## src/slsfp_pkg.sv

```systemverilog
package slsfp_pkg;

   // ----------------------------------------------------------------
   // link controller states
   // ----------------------------------------------------------------
   typedef enum logic [1:0] {
      SLSFP_ACQ  = 2'b00,   // frequency acquisition, first training fill
      SLSFP_WAIT = 2'b01,   // local lock, waiting for peer
      SLSFP_SEND = 2'b10    // both ends ready, data enabled
   } slsfp_state_t;

   // ----------------------------------------------------------------
   // frame kinds on the decoder side and the encoder side
   // ----------------------------------------------------------------
   localparam logic [1:0] SLSFP_KIND_FILL0 = 2'h0;
   localparam logic [1:0] SLSFP_KIND_FILL1 = 2'h1;
   localparam logic [1:0] SLSFP_KIND_DATA  = 2'h2;
   localparam logic [1:0] SLSFP_KIND_CTRL  = 2'h3;

   // ----------------------------------------------------------------
   // widths and flag positions
   // ----------------------------------------------------------------
   localparam int SLSFP_DW          = 20;
   localparam int SLSFP_WW          = 21;
   localparam int SLSFP_FLAG_POS_N  = 16;   // flag as data, narrow frame
   localparam int SLSFP_FLAG_POS_W  = 20;   // flag as data, wide frame
   localparam logic [20:0] SLSFP_MASK_N = 21'h00_FFFF;
   localparam logic [20:0] SLSFP_MASK_W = 21'h0F_FFFF;

   // ----------------------------------------------------------------
   // counts, in frames or core clock cycles
   // ----------------------------------------------------------------
   localparam logic [1:0] SLSFP_AGREE       = 2'h2;      // frames that must agree
   localparam logic [1:0] SLSFP_ERR_LIMIT   = 2'h2;      // consecutive errors to drop
   localparam logic [7:0] SLSFP_QUIET       = 8'h80;     // 128 clean frames
   localparam logic [3:0] SLSFP_TX_LOCK_EDG = 4'h4;      // rising strobe edges counted before the locking one
   localparam logic [7:0] SLSFP_STROBE_TMO  = 8'hFF;     // no strobe edge: lock lost
   localparam logic [7:0] SLSFP_ZERO8       = 8'h00;

   // ----------------------------------------------------------------
   // synchroniser defaults
   // ----------------------------------------------------------------
   localparam int SLSFP_SYNC_W = 60;

endpackage

```

## src/slsfp_sync.sv

```systemverilog
`timescale 1ns/1ps
`default_nettype none

// three-stage pin synchroniser; a change is accepted once stages two and
// three agree, so a single metastable settle never reaches the core
module slsfp_sync #(
   parameter int W = 1
) (
   // clock and reset
   input  wire logic         i_core_clk,
   input  wire logic         i_rst,
   // pins and clean levels
   input  wire logic [W-1:0] i_async,
   output logic      [W-1:0] o_sync
);

   logic [W-1:0] s1_r;
   logic [W-1:0] s2_r;
   logic [W-1:0] s3_r;
   logic [W-1:0] out_r;

   // per-bit stages; the first stage feeds only the second
   genvar g;
   generate
      for (g = 0; g < W; g++) begin : g_bit
         always_ff @(posedge i_core_clk or posedge i_rst) begin
            if (i_rst) begin
               s1_r[g]  <= 1'b0;
               s2_r[g]  <= 1'b0;
               s3_r[g]  <= 1'b0;
               out_r[g] <= 1'b0;
            end else begin
               s1_r[g] <= i_async[g];
               s2_r[g] <= s1_r[g];
               s3_r[g] <= s2_r[g];
               if (s2_r[g] == s3_r[g]) begin
                  out_r[g] <= s3_r[g];
               end
            end
         end
      end
   endgenerate

   assign o_sync = out_r;

endmodule

`default_nettype wire

```

## src/slsfp_top.sv

```systemverilog
`timescale 1ns/1ps
`default_nettype none

module slsfp_top
   import slsfp_pkg::*;
(
   // clock and reset
   input  wire logic                i_core_clk,
   input  wire logic                i_rst,
   // link strobes
   input  wire logic                i_tx_frame_clock_in,
   input  wire logic                i_rx_frame_strobe,
   // controller resets, active low
   input  wire logic                i_link_fsm_reset_a_n,
   input  wire logic                i_link_fsm_reset_b_n,
   // options
   input  wire logic                i_wide_frame_select,
   input  wire logic                i_flag_as_data_select,
   input  wire logic                i_double_frame_select,
   input  wire logic                i_loopback_enable,
   input  wire logic                i_ref_osc_mode,
   input  wire logic [1:0]          i_rate_band_select,
   // transmitter host side
   input  wire logic [SLSFP_DW-1:0] i_tx_data,
   input  wire logic                i_tx_flag,
   input  wire logic                i_tx_data_word_valid_n,
   input  wire logic                i_tx_control_word_valid_n,
   input  wire logic                i_send_enable,
   input  wire logic                i_fill_select,
   // receiver decoder side
   input  wire logic [1:0]          i_rx_kind,
   input  wire logic                i_rx_code_err,
   input  wire logic                i_rx_iflag,
   input  wire logic [SLSFP_DW-1:0] i_rx_data,
   // transmitter outputs
   output logic                     o_tx_locked,
   output logic                     o_ready_for_data,
   output logic                     o_frame_clock_out,
   output logic [1:0]               o_tx_kind,
   output logic [SLSFP_WW-1:0]      o_tx_word,
   output logic                     o_tx_flag,
   // receiver outputs
   output logic [SLSFP_WW-1:0]      o_rx_word,
   output logic                     o_rx_flag,
   output logic                     o_rx_data_word_valid_n,
   output logic                     o_rx_control_word_valid_n,
   output logic                     o_rx_error,
   output logic                     o_link_up,
   output logic                     o_rx_loop_select,
   output logic                     o_rx_ref_select,
   output logic [1:0]               o_rate_band,
   // controller status
   output logic                     o_local_lock_status,
   output logic                     o_peer_ready_status
);

   // ----------------------------------------------------------------
   // pin synchronisers
   // ----------------------------------------------------------------
   logic [SLSFP_SYNC_W-1:0] pins;
   logic [SLSFP_SYNC_W-1:0] cln;

   assign pins = {i_tx_frame_clock_in, i_rx_frame_strobe, i_link_fsm_reset_a_n,
                  i_link_fsm_reset_b_n, i_wide_frame_select, i_flag_as_data_select,
                  i_double_frame_select, i_loopback_enable, i_ref_osc_mode,
                  i_rate_band_select, i_tx_data, i_tx_flag, i_tx_data_word_valid_n,
                  i_tx_control_word_valid_n, i_send_enable, i_fill_select,
                  i_rx_kind, i_rx_code_err, i_rx_iflag, i_rx_data};

   slsfp_sync #(.W(SLSFP_SYNC_W)) u_sync (
      .i_core_clk (i_core_clk),
      .i_rst      (i_rst),
      .i_async    (pins),
      .o_sync     (cln)
   );

   logic                txs, rxs, rst_a_n, rst_b_n, wide, fsel, dbl, loop, refm;
   logic [1:0]          band, rkind;
   logic [SLSFP_DW-1:0] tdat, rdat;
   logic                tflag, tdav_n, tcav_n, sen, fill, rerr, riflag;

   assign {txs, rxs, rst_a_n, rst_b_n, wide, fsel, dbl, loop, refm, band, tdat, tflag,
           tdav_n, tcav_n, sen, fill, rkind, rerr, riflag, rdat} = cln;

   // ----------------------------------------------------------------
   // state
   // ----------------------------------------------------------------
   typedef struct packed {
      slsfp_state_t      st;
      logic [7:0]        quiet;
      logic [1:0]        errs;
      logic [1:0]        good;
      logic [1:0]        ff1s;
      logic [1:0]        ff0s;
      logic              stat_pend;
      logic              lock;
      logic              peer;
      logic [SLSFP_WW-1:0] rword;
      logic              rflag;
      logic              rdav_n;
      logic              rcav_n;
      logic              rerr;
      logic              link_up;
      logic              last_dflag;
      logic              ctl_flag;
      logic              txs_d;
      logic              rxs_d;
      logic [7:0]        tcnt;
      logic [7:0]        thalf;
      logic [3:0]        tedges;
      logic              tlocked;
      logic [1:0]        tkind;
      logic [SLSFP_WW-1:0] tword;
      logic              tflag;
      logic              ttoggle;
      logic              ready_for_data;
      logic              fco;
      logic              loop;
      logic              refsel;
      logic [1:0]        band;
   } slsfp_regs_t;

   slsfp_regs_t s_r;
   slsfp_regs_t s_nxt;

   // width mask and flag placement shared by both directions
   function automatic logic [SLSFP_WW-1:0] fmt_word(input logic [SLSFP_DW-1:0] d,
                                                    input logic f, input logic w,
                                                    input logic fs);
      logic [SLSFP_WW-1:0] r;
      r = {1'b0, d} & (w ? SLSFP_MASK_W : SLSFP_MASK_N);
      if (fs) begin
         if (w) r[SLSFP_FLAG_POS_W] = f;
         else   r[SLSFP_FLAG_POS_N] = f;
      end
      return r;
   endfunction

   // ----------------------------------------------------------------
   // next state
   // ----------------------------------------------------------------
   always_comb begin
      logic tx_rise, tx_edge, tx_samp, rx_fall, fe_err, ctl_rst;
      logic [1:0] errs_n;
      tx_rise = 1'b0;
      tx_edge = 1'b0;
      tx_samp = 1'b0;
      rx_fall = 1'b0;
      fe_err  = 1'b0;
      ctl_rst = 1'b0;
      errs_n  = 2'h0;
      s_nxt   = s_r;

      s_nxt.txs_d  = txs;
      s_nxt.rxs_d  = rxs;
      s_nxt.loop   = loop;
      s_nxt.band   = band;
      tx_rise      = txs & ~s_r.txs_d;
      tx_edge      = txs ^ s_r.txs_d;
      rx_fall      = ~rxs & s_r.rxs_d;

      // transmitter strobe tracking and lock; a stopped strobe drops lock
      if (tx_edge) begin
         s_nxt.tcnt = SLSFP_ZERO8;
         s_nxt.thalf = {1'b0, s_r.tcnt[7:1]};
      end else if (s_r.tcnt != SLSFP_STROBE_TMO) begin
         s_nxt.tcnt = s_r.tcnt + 8'h01;
      end
      if (s_r.tcnt == SLSFP_STROBE_TMO) begin
         s_nxt.tedges  = 4'h0;
         s_nxt.tlocked = 1'b0;
      end else if (tx_rise) begin
         if (s_r.tedges == SLSFP_TX_LOCK_EDG) s_nxt.tlocked = 1'b1;
         else s_nxt.tedges = s_r.tedges + 4'h1;
      end

      // sample point: rising strobe edge, or mid-way between edges when doubled
      if (dbl) begin
         tx_samp = (s_r.tcnt == s_r.thalf) & ~tx_edge;
         s_nxt.fco = ~tx_edge & (s_r.tcnt >= s_r.thalf);
      end else begin
         tx_samp = tx_rise;
         s_nxt.fco = txs;
      end

      // send enable retimed for the host
      s_nxt.ready_for_data = sen & s_r.tlocked;

      // transmit frame capture
      if (tx_samp) begin
         if (!sen) begin
            s_nxt.tkind = fill ? SLSFP_KIND_FILL1 : SLSFP_KIND_FILL0;
         end else if (!tdav_n) begin
            s_nxt.tkind = SLSFP_KIND_DATA;
         end else if (!tcav_n) begin
            s_nxt.tkind = SLSFP_KIND_CTRL;
         end else begin
            s_nxt.tkind = SLSFP_KIND_FILL0;
         end
         s_nxt.tword = fmt_word(tdat, tflag, wide, fsel);
         if (fsel) begin
            s_nxt.tflag = tflag;
         end else if (sen && !tdav_n) begin
            s_nxt.tflag   = s_r.ttoggle;
            s_nxt.ttoggle = ~s_r.ttoggle;
         end else begin
            s_nxt.tflag = 1'b0;
         end
      end

      // status outputs move one core cycle after the frame outputs
      s_nxt.stat_pend = 1'b0;
      if (s_r.stat_pend) begin
         s_nxt.lock = (s_r.st != SLSFP_ACQ);
         s_nxt.peer = (s_r.st == SLSFP_SEND);
         s_nxt.refsel = refm & (s_r.st == SLSFP_ACQ);
      end

      // receive frame on the falling recovered strobe
      if (rx_fall) begin
         fe_err = rerr;
         if (!fsel && rkind == SLSFP_KIND_DATA && riflag == s_r.last_dflag) begin
            fe_err = 1'b1;
         end
         s_nxt.rword  = fmt_word(rdat, riflag, wide, fsel);
         s_nxt.rdav_n = (rkind != SLSFP_KIND_DATA);
         s_nxt.rcav_n = (rkind != SLSFP_KIND_CTRL);
         s_nxt.rerr   = fe_err;
         if (rkind == SLSFP_KIND_DATA) begin
            s_nxt.rflag      = riflag;
            s_nxt.last_dflag = riflag;
         end else if (rkind == SLSFP_KIND_CTRL && !fsel) begin
            s_nxt.rflag    = s_r.ctl_flag;
            s_nxt.ctl_flag = ~s_r.ctl_flag;
         end else begin
            s_nxt.rflag = 1'b0;
         end

         // debounce counters
         errs_n = fe_err ? ((s_r.errs == SLSFP_ERR_LIMIT) ? s_r.errs : s_r.errs + 2'h1)
                         : 2'h0;
         s_nxt.errs = errs_n;
         s_nxt.good = fe_err ? 2'h0 : ((s_r.good == SLSFP_AGREE) ? s_r.good
                                                                 : s_r.good + 2'h1);
         s_nxt.ff1s = (!fe_err && rkind == SLSFP_KIND_FILL1) ?
                      ((s_r.ff1s == SLSFP_AGREE) ? s_r.ff1s : s_r.ff1s + 2'h1) : 2'h0;
         s_nxt.ff0s = (!fe_err && rkind == SLSFP_KIND_FILL0) ?
                      ((s_r.ff0s == SLSFP_AGREE) ? s_r.ff0s : s_r.ff0s + 2'h1) : 2'h0;

         if (errs_n == SLSFP_ERR_LIMIT) begin
            s_nxt.st    = SLSFP_ACQ;
            s_nxt.quiet = SLSFP_ZERO8;
         end else begin
            if (!fe_err && s_r.quiet != SLSFP_QUIET) begin
               s_nxt.quiet = s_r.quiet + 8'h01;
            end
            case (s_r.st)
               SLSFP_ACQ: begin
                  if (s_r.quiet == SLSFP_QUIET && s_nxt.good == SLSFP_AGREE) begin
                     s_nxt.st = SLSFP_WAIT;
                  end
               end
               SLSFP_WAIT: begin
                  if (s_nxt.ff1s == SLSFP_AGREE) s_nxt.st = SLSFP_SEND;
               end
               SLSFP_SEND: begin
                  if (s_nxt.ff0s == SLSFP_AGREE) s_nxt.st = SLSFP_WAIT;
               end
               default: s_nxt.st = SLSFP_ACQ;
            endcase
         end
         s_nxt.link_up   = (s_nxt.st == SLSFP_SEND);
         s_nxt.stat_pend = 1'b1;
      end

      // either controller reset, or an unlocked transmitter, forces acquisition
      ctl_rst = ~rst_a_n | ~rst_b_n | ~s_r.tlocked;
      if (ctl_rst) begin
         s_nxt.st        = SLSFP_ACQ;
         s_nxt.quiet     = SLSFP_ZERO8;
         s_nxt.errs      = 2'h0;
         s_nxt.good      = 2'h0;
         s_nxt.ff1s      = 2'h0;
         s_nxt.ff0s      = 2'h0;
         s_nxt.lock      = 1'b0;
         s_nxt.peer      = 1'b0;
         s_nxt.refsel    = refm;
         s_nxt.link_up   = 1'b0;
         s_nxt.stat_pend = 1'b0;
      end
   end

   // ----------------------------------------------------------------
   // state register
   // ----------------------------------------------------------------
   always_ff @(posedge i_core_clk or posedge i_rst) begin
      if (i_rst) begin
         s_r <= '0;
         s_r.st     <= SLSFP_ACQ;
         s_r.rdav_n <= 1'b1;
         s_r.rcav_n <= 1'b1;
         s_r.last_dflag <= 1'b1;
      end else begin
         s_r <= s_nxt;
      end
   end

   // ----------------------------------------------------------------
   // outputs, straight from the state register
   // ----------------------------------------------------------------
   assign o_tx_locked               = s_r.tlocked;
   assign o_ready_for_data          = s_r.ready_for_data;
   assign o_frame_clock_out         = s_r.fco;
   assign o_tx_kind                 = s_r.tkind;
   assign o_tx_word                 = s_r.tword;
   assign o_tx_flag                 = s_r.tflag;
   assign o_rx_word                 = s_r.rword;
   assign o_rx_flag                 = s_r.rflag;
   assign o_rx_data_word_valid_n    = s_r.rdav_n;
   assign o_rx_control_word_valid_n = s_r.rcav_n;
   assign o_rx_error                = s_r.rerr;
   assign o_link_up                 = s_r.link_up;
   assign o_rx_loop_select          = s_r.loop;
   assign o_rx_ref_select           = s_r.refsel;
   assign o_rate_band               = s_r.band;
   assign o_local_lock_status       = s_r.lock;
   assign o_peer_ready_status       = s_r.peer;

endmodule

`default_nettype wire

```

## config.mk

```make
export PLATFORM = sky130hd
export DESIGN_NAME = slsfp_top
export DESIGN_NICKNAME = d
export VERILOG_FILES = /design/src/slsfp_pkg.sv /design/src/slsfp_sync.sv /design/src/slsfp_top.sv
export SDC_FILE = /design/constraint.sdc
export NUM_CORES = 1
export LEC_CHECK = 0
export BUFFER_PORTS_ARGS = -buffer_cell sky130_fd_sc_hd__buf_4
export CORE_ASPECT_RATIO = 0.9
export CORE_MARGIN = 2
export CORE_UTILIZATION = 50
export DETAILED_ROUTE_END_ITERATION = 6
export GPL_TIMING_DRIVEN = 0
export HOLD_SLACK_MARGIN = 0.15
export PLACE_DENSITY = 0.69
export SYNTH_ARGS = -nofsm -noshare
export SYNTH_HDL_FRONTEND = slang
export SYNTH_SLANG_ARGS = --single-unit
```

## constraint.sdc

```tcl
create_clock -name i_core_clk -period 12.4 [get_ports i_core_clk]
set_clock_uncertainty 0.05 [all_clocks]
set_input_delay 1.24 -clock i_core_clk [delete_from_list [all_inputs] [get_ports i_core_clk]]
set_output_delay 1.24 -clock i_core_clk [all_outputs]
set_load 0.005 [all_outputs]
```

# Word-level counts from Yosys, hierarchy flattened
# Cells that the tools add are included.
# word_totals
regBits	342
latch_bits	0
ramBits	0
romBits	0
input_bits	62
output_inout_bits	59
mem_count	0
# classes
addsub	7
mul	0
div	0
magnitude_cmp	1
eq_ne	84
shifts	0
mux	52
n_bitwise	21
reduce_logical	26
# ops
operator	count
$eq A1 B1 Y1	61
$mux W2	15
$eq A2 B2 Y1 const B	12
$mux W1	24
$mux W8	3
$and A20 B21 Y21	1
$mux W21	1
$and A20 B20 Y20	1
$mux W10	2
$mux W20	1
$mux W19	1
$add A8 B1 Y8 const B	2
$eq A8 B8 Y1 const B	2
$ne A8 B8 Y1 const B	2
$reduce_bool A2 Y1	6
$mux W5	2
$not A1 Y1	10
$add A2 B1 Y2 const B	4
$eq A8 B7 Y1	1
$ge A8 B7 Y1	1
$logic_and A1 B1 Y1	8
$reduce_and A2 Y1	4
$and A1 B1 Y1	6
$ne A2 B2 Y1 const B	3
other kinds (12)	18

# Logic depth before layout (Yosys ltp)
# Gate-level depths: netlist (run 1).
# depth
ltp_word	16
mapped_depth	8
depth_no_buf	7

# Cells and area by module
# Synthesis (run 1) repeated with hierarchy kept, for this count alone.
# hier_totals
cells_unflattened	798
hier_area_um2	11642.4
# modules_own_cells
mod	n_inst	cells_each	area_each_um2	seq_area_each_um2
slsfp_sync	1	301	6685.2	6005.8
slsfp_top	1	497	4957.3	2556.2

# Worst setup path after synthesis (run 1)
# OpenSTA, ideal clock, no wires.
# synth_path
path_kind	register -> register
startpoint	reg s_r[49] (netlist name)
endpoint	reg s_r, in the netlist o_tx_word[10]
setup_ns	0.125
t_arrival_ns	1.813
path_slack_ns	10.412
stages_incl_launch_ff	7
n_path_buf	1
period_less_slack_ns	1.988
cell_sequence	dfrtp_1 > ha_1 > and4b_1 > nand3_1 > o31ai_4 > buf_4 > mux2_2
# synth_via
elab_chain_cells	3
# synth_rtl
element	line	text
from (decl)	slsfp_top.sv:123	slsfp_regs_t s_r;
from (signal assigned)	slsfp_top.sv:304	s_r <= s_nxt;
$eq A8 B7 Y1	slsfp_top.sv:179	tx_samp = (s_r.tcnt == s_r.thalf) & ~tx_edge;
$and A1 B1 Y1	slsfp_top.sv:179	
$mux W1	slsfp_top.sv:178	if (dbl) begin
# Every way passes these cells.
# A chain may end at the register's enable or synchronous reset.

# Worst setup path after layout (run 1)
# layout_path
startpoint	reg s_r, in the netlist o_tx_word[13]
endpoint	out o_tx_word[13]
# layout_lines
element	line	text
to (decl)	slsfp_top.sv:40	output logic [SLSFP_WW-1:0] o_tx_word,
# No word-level cell between the ends.

==> impl_results.md, run 1 <==
* Total grt overflow at 0
* Starting Density at 51.3%
* Setup bufs post-CTS at 0
* RSZ-0062 raised after global routing: false
* GRT Util Overall at 16.1%
* Post-CTS sizing at 0
* Final worst setup slack at 9960 ps
* PortBufs at 120
* Worst Setup EP: o_tx_word[13]
* Largest net degree at the start of global routing at 127
* Worst min-delay path class: reg -> reg
* EDFF count, synth at 0
* Hold_ws at 292 ps
* Die area at 24500 sq um
* Peak supply drop at 110 uV
* Root Buffer: clkbuf_16
* Nature of the critical path startpoint: register
* Top cells by area, synth: dfrtp_1, maj3_1, buf_4
* Synth Flop Type: dfrtp_1
* Initial antenna violation count at 1
* Avg Inst Size Synth at 14.6 sq um
* Synth warnings at 0
* Clk Latency, worst-skew pair at 490 ps
* Slew Limit Headroom at 45.0%
* Setup TNS at 0 ps
* Total wire length at 18500 um
* Slowest stage delay, CP at 400 ps
* Worst-path cell with the longest stage delay: dfrtp_1
* Required @ worst endpoint at 11110 ps
* Via-to-Cell Ratio at 4.81
* CTS tree: done
* Most frequent CP cell: buf_4
* Clock tree buffer depth at 3
* Final nets at 1033
* Final Hold Viols at 0
* Placement Setup Slack at 9760 ps
* Reg2reg path depth at 6
* Die width at 165 um
* RR Startpoint: s_r[48]
* Post-synth ARST share at 100%
* ANT nets after route at 0
* Router iterations before antenna repair at 4
* CP startpoint: o_tx_word[13]
* Share of cells above drive strength 1 at 26.6%
* Placement row count at 52
* Max H-tree Level at 2
* HPWL Detailed at 12000 um
* Mapped Nets at 874
* Max Cap Violations at 0
* CP Class: reg -> out
* Clock transition at path regs at 60 ps
* Worst-path fanout max at 2
* Final Max Slew Viols at 0
* Vias in the first global route at 6335
* Mean routed wirelength per cell at 14.5 um
* Global-route wire length before repair at 31500 um
* Cell Pwr Density at 194 nW/um^2
* # DRC at 0
* Final Cycle Share at 19.7%
* Gate Count Post-Synth at 795
* Fill cells at 1772
* Critical Path End Type: primary output
* Area share of the largest cell type after synthesis at 73.0%
* Fmax at 409 MHz
* Tmin final at 2440 ps
* Post-Synthesis Cell Area at 11600 sq um
* Status: finished clean
* # setup viols final at 0
* Via count at 6133
* Critical R2R Capture: o_tx_word[8]
* Synth area leader: dfrtp_1
* Die Y at 149 um
* Slew @ Worst Pin at 825 ps
* Most frequent cell after synthesis: dfrtp_1
* # clock sinks at 342
* Yosys reg bits at 342
* Synthesis-to-finish area growth at 20.9%
* Placer Congestion at 0.728
* Yosys cell types at 54
* Cts hold-fix bufs at 0
* IO Count at 121
* Critical path arrival at 1150 ps
* Worst reg2reg setup slack at 10120 ps
* Post-synth top cells: dfrtp_1, nand2_1, maj3_1
* Placeable core area at 22600 sq um
* Inserted Clock Buffers at 35
* P_leak at 6.54 nW
* CP Cell Sequence: buf_4, buf_4
* Initial DRC count at 428
* Seq/Total Area, Yosys at 73.7%
==> layout make-up <==
type / count / area (sq um) / share of cell area [%]
Antenna cell: 1 / 2.50 / 0.0178
Buffer: 63 / 448 / 3.19
Clock buffer: 50 / 992 / 7.06
Clock inverter: 9 / 101 / 0.721
Inverter: 33 / 131 / 0.935
Multi-Input combinational cell: 357 / 2480 / 17.7
Sequential cell: 342 / 8560 / 60.9
Tap cell: 297 / 372 / 2.65
Timing Repair Buffer: 122 / 956 / 6.80
==> critical path, delay by kind of cell (launching register included) <==
| kind | cells | cell delay [ps] |
|---|---|---|
| DFF | 1 | 400 |
| buffers and inverters | 2 | 260 |
==> power by group <==
group | internal (W) | total [W] | leakage (nW) | switching [W]
Clock | 0.000597 | 0.000993 | 0.538 | 0.000396
Sequential | 0.00125 | 0.00133 | 4.10 | 0.0000779
Combinational | 0.000243 | 0.000412 | 1.90 | 0.000168
Total | 0.00209 | 0.00273 | 6.54 | 0.000642
==> routing by layer <==
| layer | up-vias | share of wire [%] | global-route usage, % |
|---|---|---|---|
| met3 | 34 | 4.4 | 3.40 |
| met4 | 0 | 2.7 | 5.61 |
| li1 | 2934 | - | - |
| met2 | 117 | 46 | 24.5 |
| met5 | - | 0 | 0 |
| met1 | 3048 | 47 | 23.4 |
==> how the worst min path moves through the flow <==
stage,startpoint,end,slack (ps),cells past startpoint
finish,u_sync.s1_r[4],u_sync.s2_r[4],290,0
global route,u_sync.s1_r[18],u_sync.s2_r[18],290,0
CTS,u_sync.s1_r[18],u_sync.s2_r[18],290,0
detailed placement,u_sync.s1_r[18],u_sync.s2_r[18],280,0
global placement,u_sync.s1_r[32],u_sync.s2_r[32],280,0
floorplan,u_sync.s1_r[0],u_sync.s2_r[0],280,0
==> state kept, by name, indices dropped and copies added, names as in the netlist, 2 cells and up <==
register       flops
u_sync.s1_r       60
o_rate_band        2
s_r               43
u_sync.s3_r       60
o_tx_kind          2
u_sync.s2_r       60
u_sync.o_sync     60
o_rx_word         21
o_tx_word         21
==> cell families (layout without fill, tap and decap cells) <==
family                   after synthesis  after routing  share of synthesized area, %
flip-flops                           342            342                          73.7
adder cells (fa/ha/maj)               77             77                          7.00
AO/OA/AOI/OAI                         57             57                          3.57
AND/OR/NAND/NOR                      186            186                          7.46
buffers and inverters                 96            277                          4.92
XOR/XNOR                               9              9                         0.679
multiplexers                          28             28                          2.67
other                                  0              1                             0
==> per-stage QoR <==
step | area (sq um) | power, W | cells | util [%]
2_1_floorplan | 11600 | 0.00158 | 795 | -
3_3_place_gp | 12900 | 0.00175 | 1212 | 56.9
3_5_place_dp | 13000 | 0.00177 | 1214 | 57.2
4_1_cts | 14000 | 0.00278 | 1273 | 62.0
5_1_grt | 14000 | 0.00288 | 1274 | 62.0
6_report | 14000 | 0.00273 | 1274 | 62.0
==> placed cells by master, fill, tap and decap left out, drive strengths merged, types with 2 or more instances in the layout <==
cell | netlist | final
a221o | 6 | 6
nor3b | 2 | 2
a21oi | 17 | 17
mux2 | 24 | 24
xnor2 | 7 | 7
and3 | 7 | 7
nand2 | 84 | 84
o31ai | 2 | 2
nand2b | 2 | 2
o21ai | 12 | 12
bufinv | 0 | 2
xor2 | 2 | 2
nor2 | 38 | 38
a21o | 3 | 3
maj3 | 60 | 60
inv | 33 | 34
clkbuf | 8 | 58
clkinv | 0 | 5
o211a | 2 | 2
dfrtp | 339 | 339
ha | 17 | 17
or2 | 2 | 2
nor3 | 3 | 3
nor2b | 4 | 4
nand4 | 5 | 5
nand3b | 5 | 5
and4b | 2 | 2
o21a | 4 | 4
nand3 | 24 | 24
a31oi | 4 | 4
dfstp | 3 | 3
buf | 55 | 177
mux2i | 4 | 4
Note: power is estimated with default switching activity, not from simulation.
==> inputs of run 2 (changes only) <==
==> constraint.sdc (replaced) <==
create_clock -name i_core_clk -period 2.3 [get_ports i_core_clk]
set_clock_uncertainty 0.05 [all_clocks]
set_input_delay 0.23 -clock i_core_clk [delete_from_list [all_inputs] [get_ports i_core_clk]]
set_output_delay 0.23 -clock i_core_clk [all_outputs]
set_load 0.005 [all_outputs]
==> impl_results.md, run 2 (synthesis results as in run 1) <==
* RSZ-0062 raised after global routing: true
* Fill cells at 1632 (-7.9%)
* Via count at 6444 (+5.1%)
* Total grt overflow at 0 (unchanged)
* Max H-tree Level at 2 (unchanged)
* Synthesis-to-finish area growth at 27.5%
* Placer Congestion at 0.767 (+5.3%)
* Placement row count at 52 (unchanged)
* Final Hold Viols at 0 (unchanged)
* Final Cycle Share at 98.4%
* Share of cells above drive strength 1 at 26.0% (-0.66 points)
* Largest net degree at the start of global routing at 44 (-65%)
* Peak supply drop at 807 uV (+630%)
* Fin area at 14800 sq um (+5.5%)
* Critical path arrival at 2580 ps (+1430 ps)
* Root Buffer: clkbuf_16
* Initial antenna violation count at 0 (-1)
* Clock tree buffer depth at 3 (unchanged)
* Finished Layout Cells at 1344 (+5.5%)
* # DRC at 0 (unchanged)
* CTS tree: done
* Hold_ws at 290 ps (-2.50 ps)
* Die Y at 149 um (unchanged)
* HPWL Detailed at 12700 um (+5.7%)
* Total wire length at 19700 um (+6.6%)
* Mean routed wirelength per cell at 14.7 um (+1.1%)
* Worst min-delay path class: reg -> reg
* Placed standard-cell area at 13100 sq um (+0.94%)
* ANT nets after route at 0 (unchanged)
* Starting Density at 51.3% (unchanged)
* Placeable core area at 22600 sq um (unchanged)
* Tmin final at 2260 ps
* Final nets at 1105 (+7.0%)
* Status: finished clean
* IO Count at 121 (unchanged)
* CP Class: reg -> reg
* GRT Util Overall at 17.0% (+0.88 points)
* Max Cap Violations at 0 (unchanged)
* Antenna cells at 0 (-1)
* PortBufs at 120 (unchanged)
* Most frequent cells in the layout: dfrtp_1, buf_4, nand2_1, dlygate4sd3_1, maj3_1
* # setup viols final at 0 (unchanged)
* Initial DRC count at 397 (-7.2%)
* Final Max Slew Viols at 0 (unchanged)
* Via-to-Cell Ratio at 4.79 (-0.40%)
* Slew @ Worst Pin at 611 ps (-214 ps)
* Critical Path End Type: register
* # clock sinks at 342 (unchanged)
* Global-route wire length before repair at 33200 um (+5.5%)
* Inserted Clock Buffers at 35 (unchanged)
* DP Cell Count at 1221 (+0.58%)
* Clock transition at path regs at 60 ps (about the same)
* P_leak at 6.87 nW (+5.1%)
* Cell Pwr Density at 1010 nW/um^2 (+420%)
* Router iterations before antenna repair at 4 (unchanged)
* Fmax at 442 MHz
* Clk Latency, worst-skew pair at 490 ps (about the same)
* Nature of the critical path startpoint: register
* Commonest non-fill, non-tap cell in the layout: dfrtp_1
* Worst-path fanout max at 10 (+8)
* Die width at 165 um (unchanged)
* Required @ worst endpoint at 2620 ps (-8490 ps)
* Vias in the first global route at 6621 (+4.5%)
* Die area at 24500 sq um (unchanged)
* Slew Limit Headroom at 59.2% (+14 points)
[run 2: critical path: stages (launching register included)]
cell,delay [ps]
dfrtp_1,430
ha_1,310
and4b_1,220
nand3_1,120
o31ai_4,380
buf_4,270
mux2_2,360
[run 2: what timing repair did]
action / in CTS / in global routing
endpoints found under the setup margin: 0 / 13
gates resized for setup: 0 / 1
setup buffers: 0 / 4
hold buffers: 61 / 0
hold endpoints to repair: 80 / 0
[run 2: path summary, 6_finish.rpt]
check                      cells past startpoint               to       startpoint  slack (ps)
max                                            6    o_tx_word[12]          s_r[50]          40
min                                            0  u_sync.s2_r[59]  u_sync.s1_r[59]         290
max reg2reg                                    6    o_tx_word[12]          s_r[50]          40
min reg2reg                                    0  u_sync.s2_r[59]  u_sync.s1_r[59]         290
max in group asynchronous                      6   u_sync.s3_r[9]            i_rst         790
min in group asynchronous                      3         s_r[100]            i_rst         330
[run 2: metal layers]
layer  track usage [%]  routed length (um)  share of wire (%)
met1              24.9                9150                 46
met4              5.04                 422                2.1
met5                 0                   0                  0
met2              26.4                9400                 48
met3              3.23                 738                3.7
[run 2: metrics by stage]
step           utilization [%]  TNS (ps)  power (W)  setup WS (ps)
5_1_grt                   65.4      -549     0.0157          -53.2
3_5_place_dp              57.7         0    0.00955           37.6
6_report                  65.4         0     0.0149           37.8
2_1_floorplan                -   -869080    0.00852          -2550
3_3_place_gp              56.9  -1460670    0.00945          -4310
4_1_cts                   65.3         0     0.0151           28.2
[run 2: cell type report]
class	count	area, sq um	area share [%]
Tap cell	297	372	2.51
Clock buffer	48	985	6.65
Buffer	63	450	3.04
Inverter	33	128	0.861
Multi-Input combinational cell	357	2480	16.8
Sequential cell	342	8560	57.8
Timing Repair Buffer	194	1720	11.6
Clock inverter	10	113	0.760
[run 2: report_power, final]
group          internal (W)  switching (W)  leakage, nW
Combinational       0.00143       0.000964         2.23
Sequential          0.00673       0.000421         4.10
Clock               0.00322        0.00216        0.541
Total                0.0114        0.00355         6.87
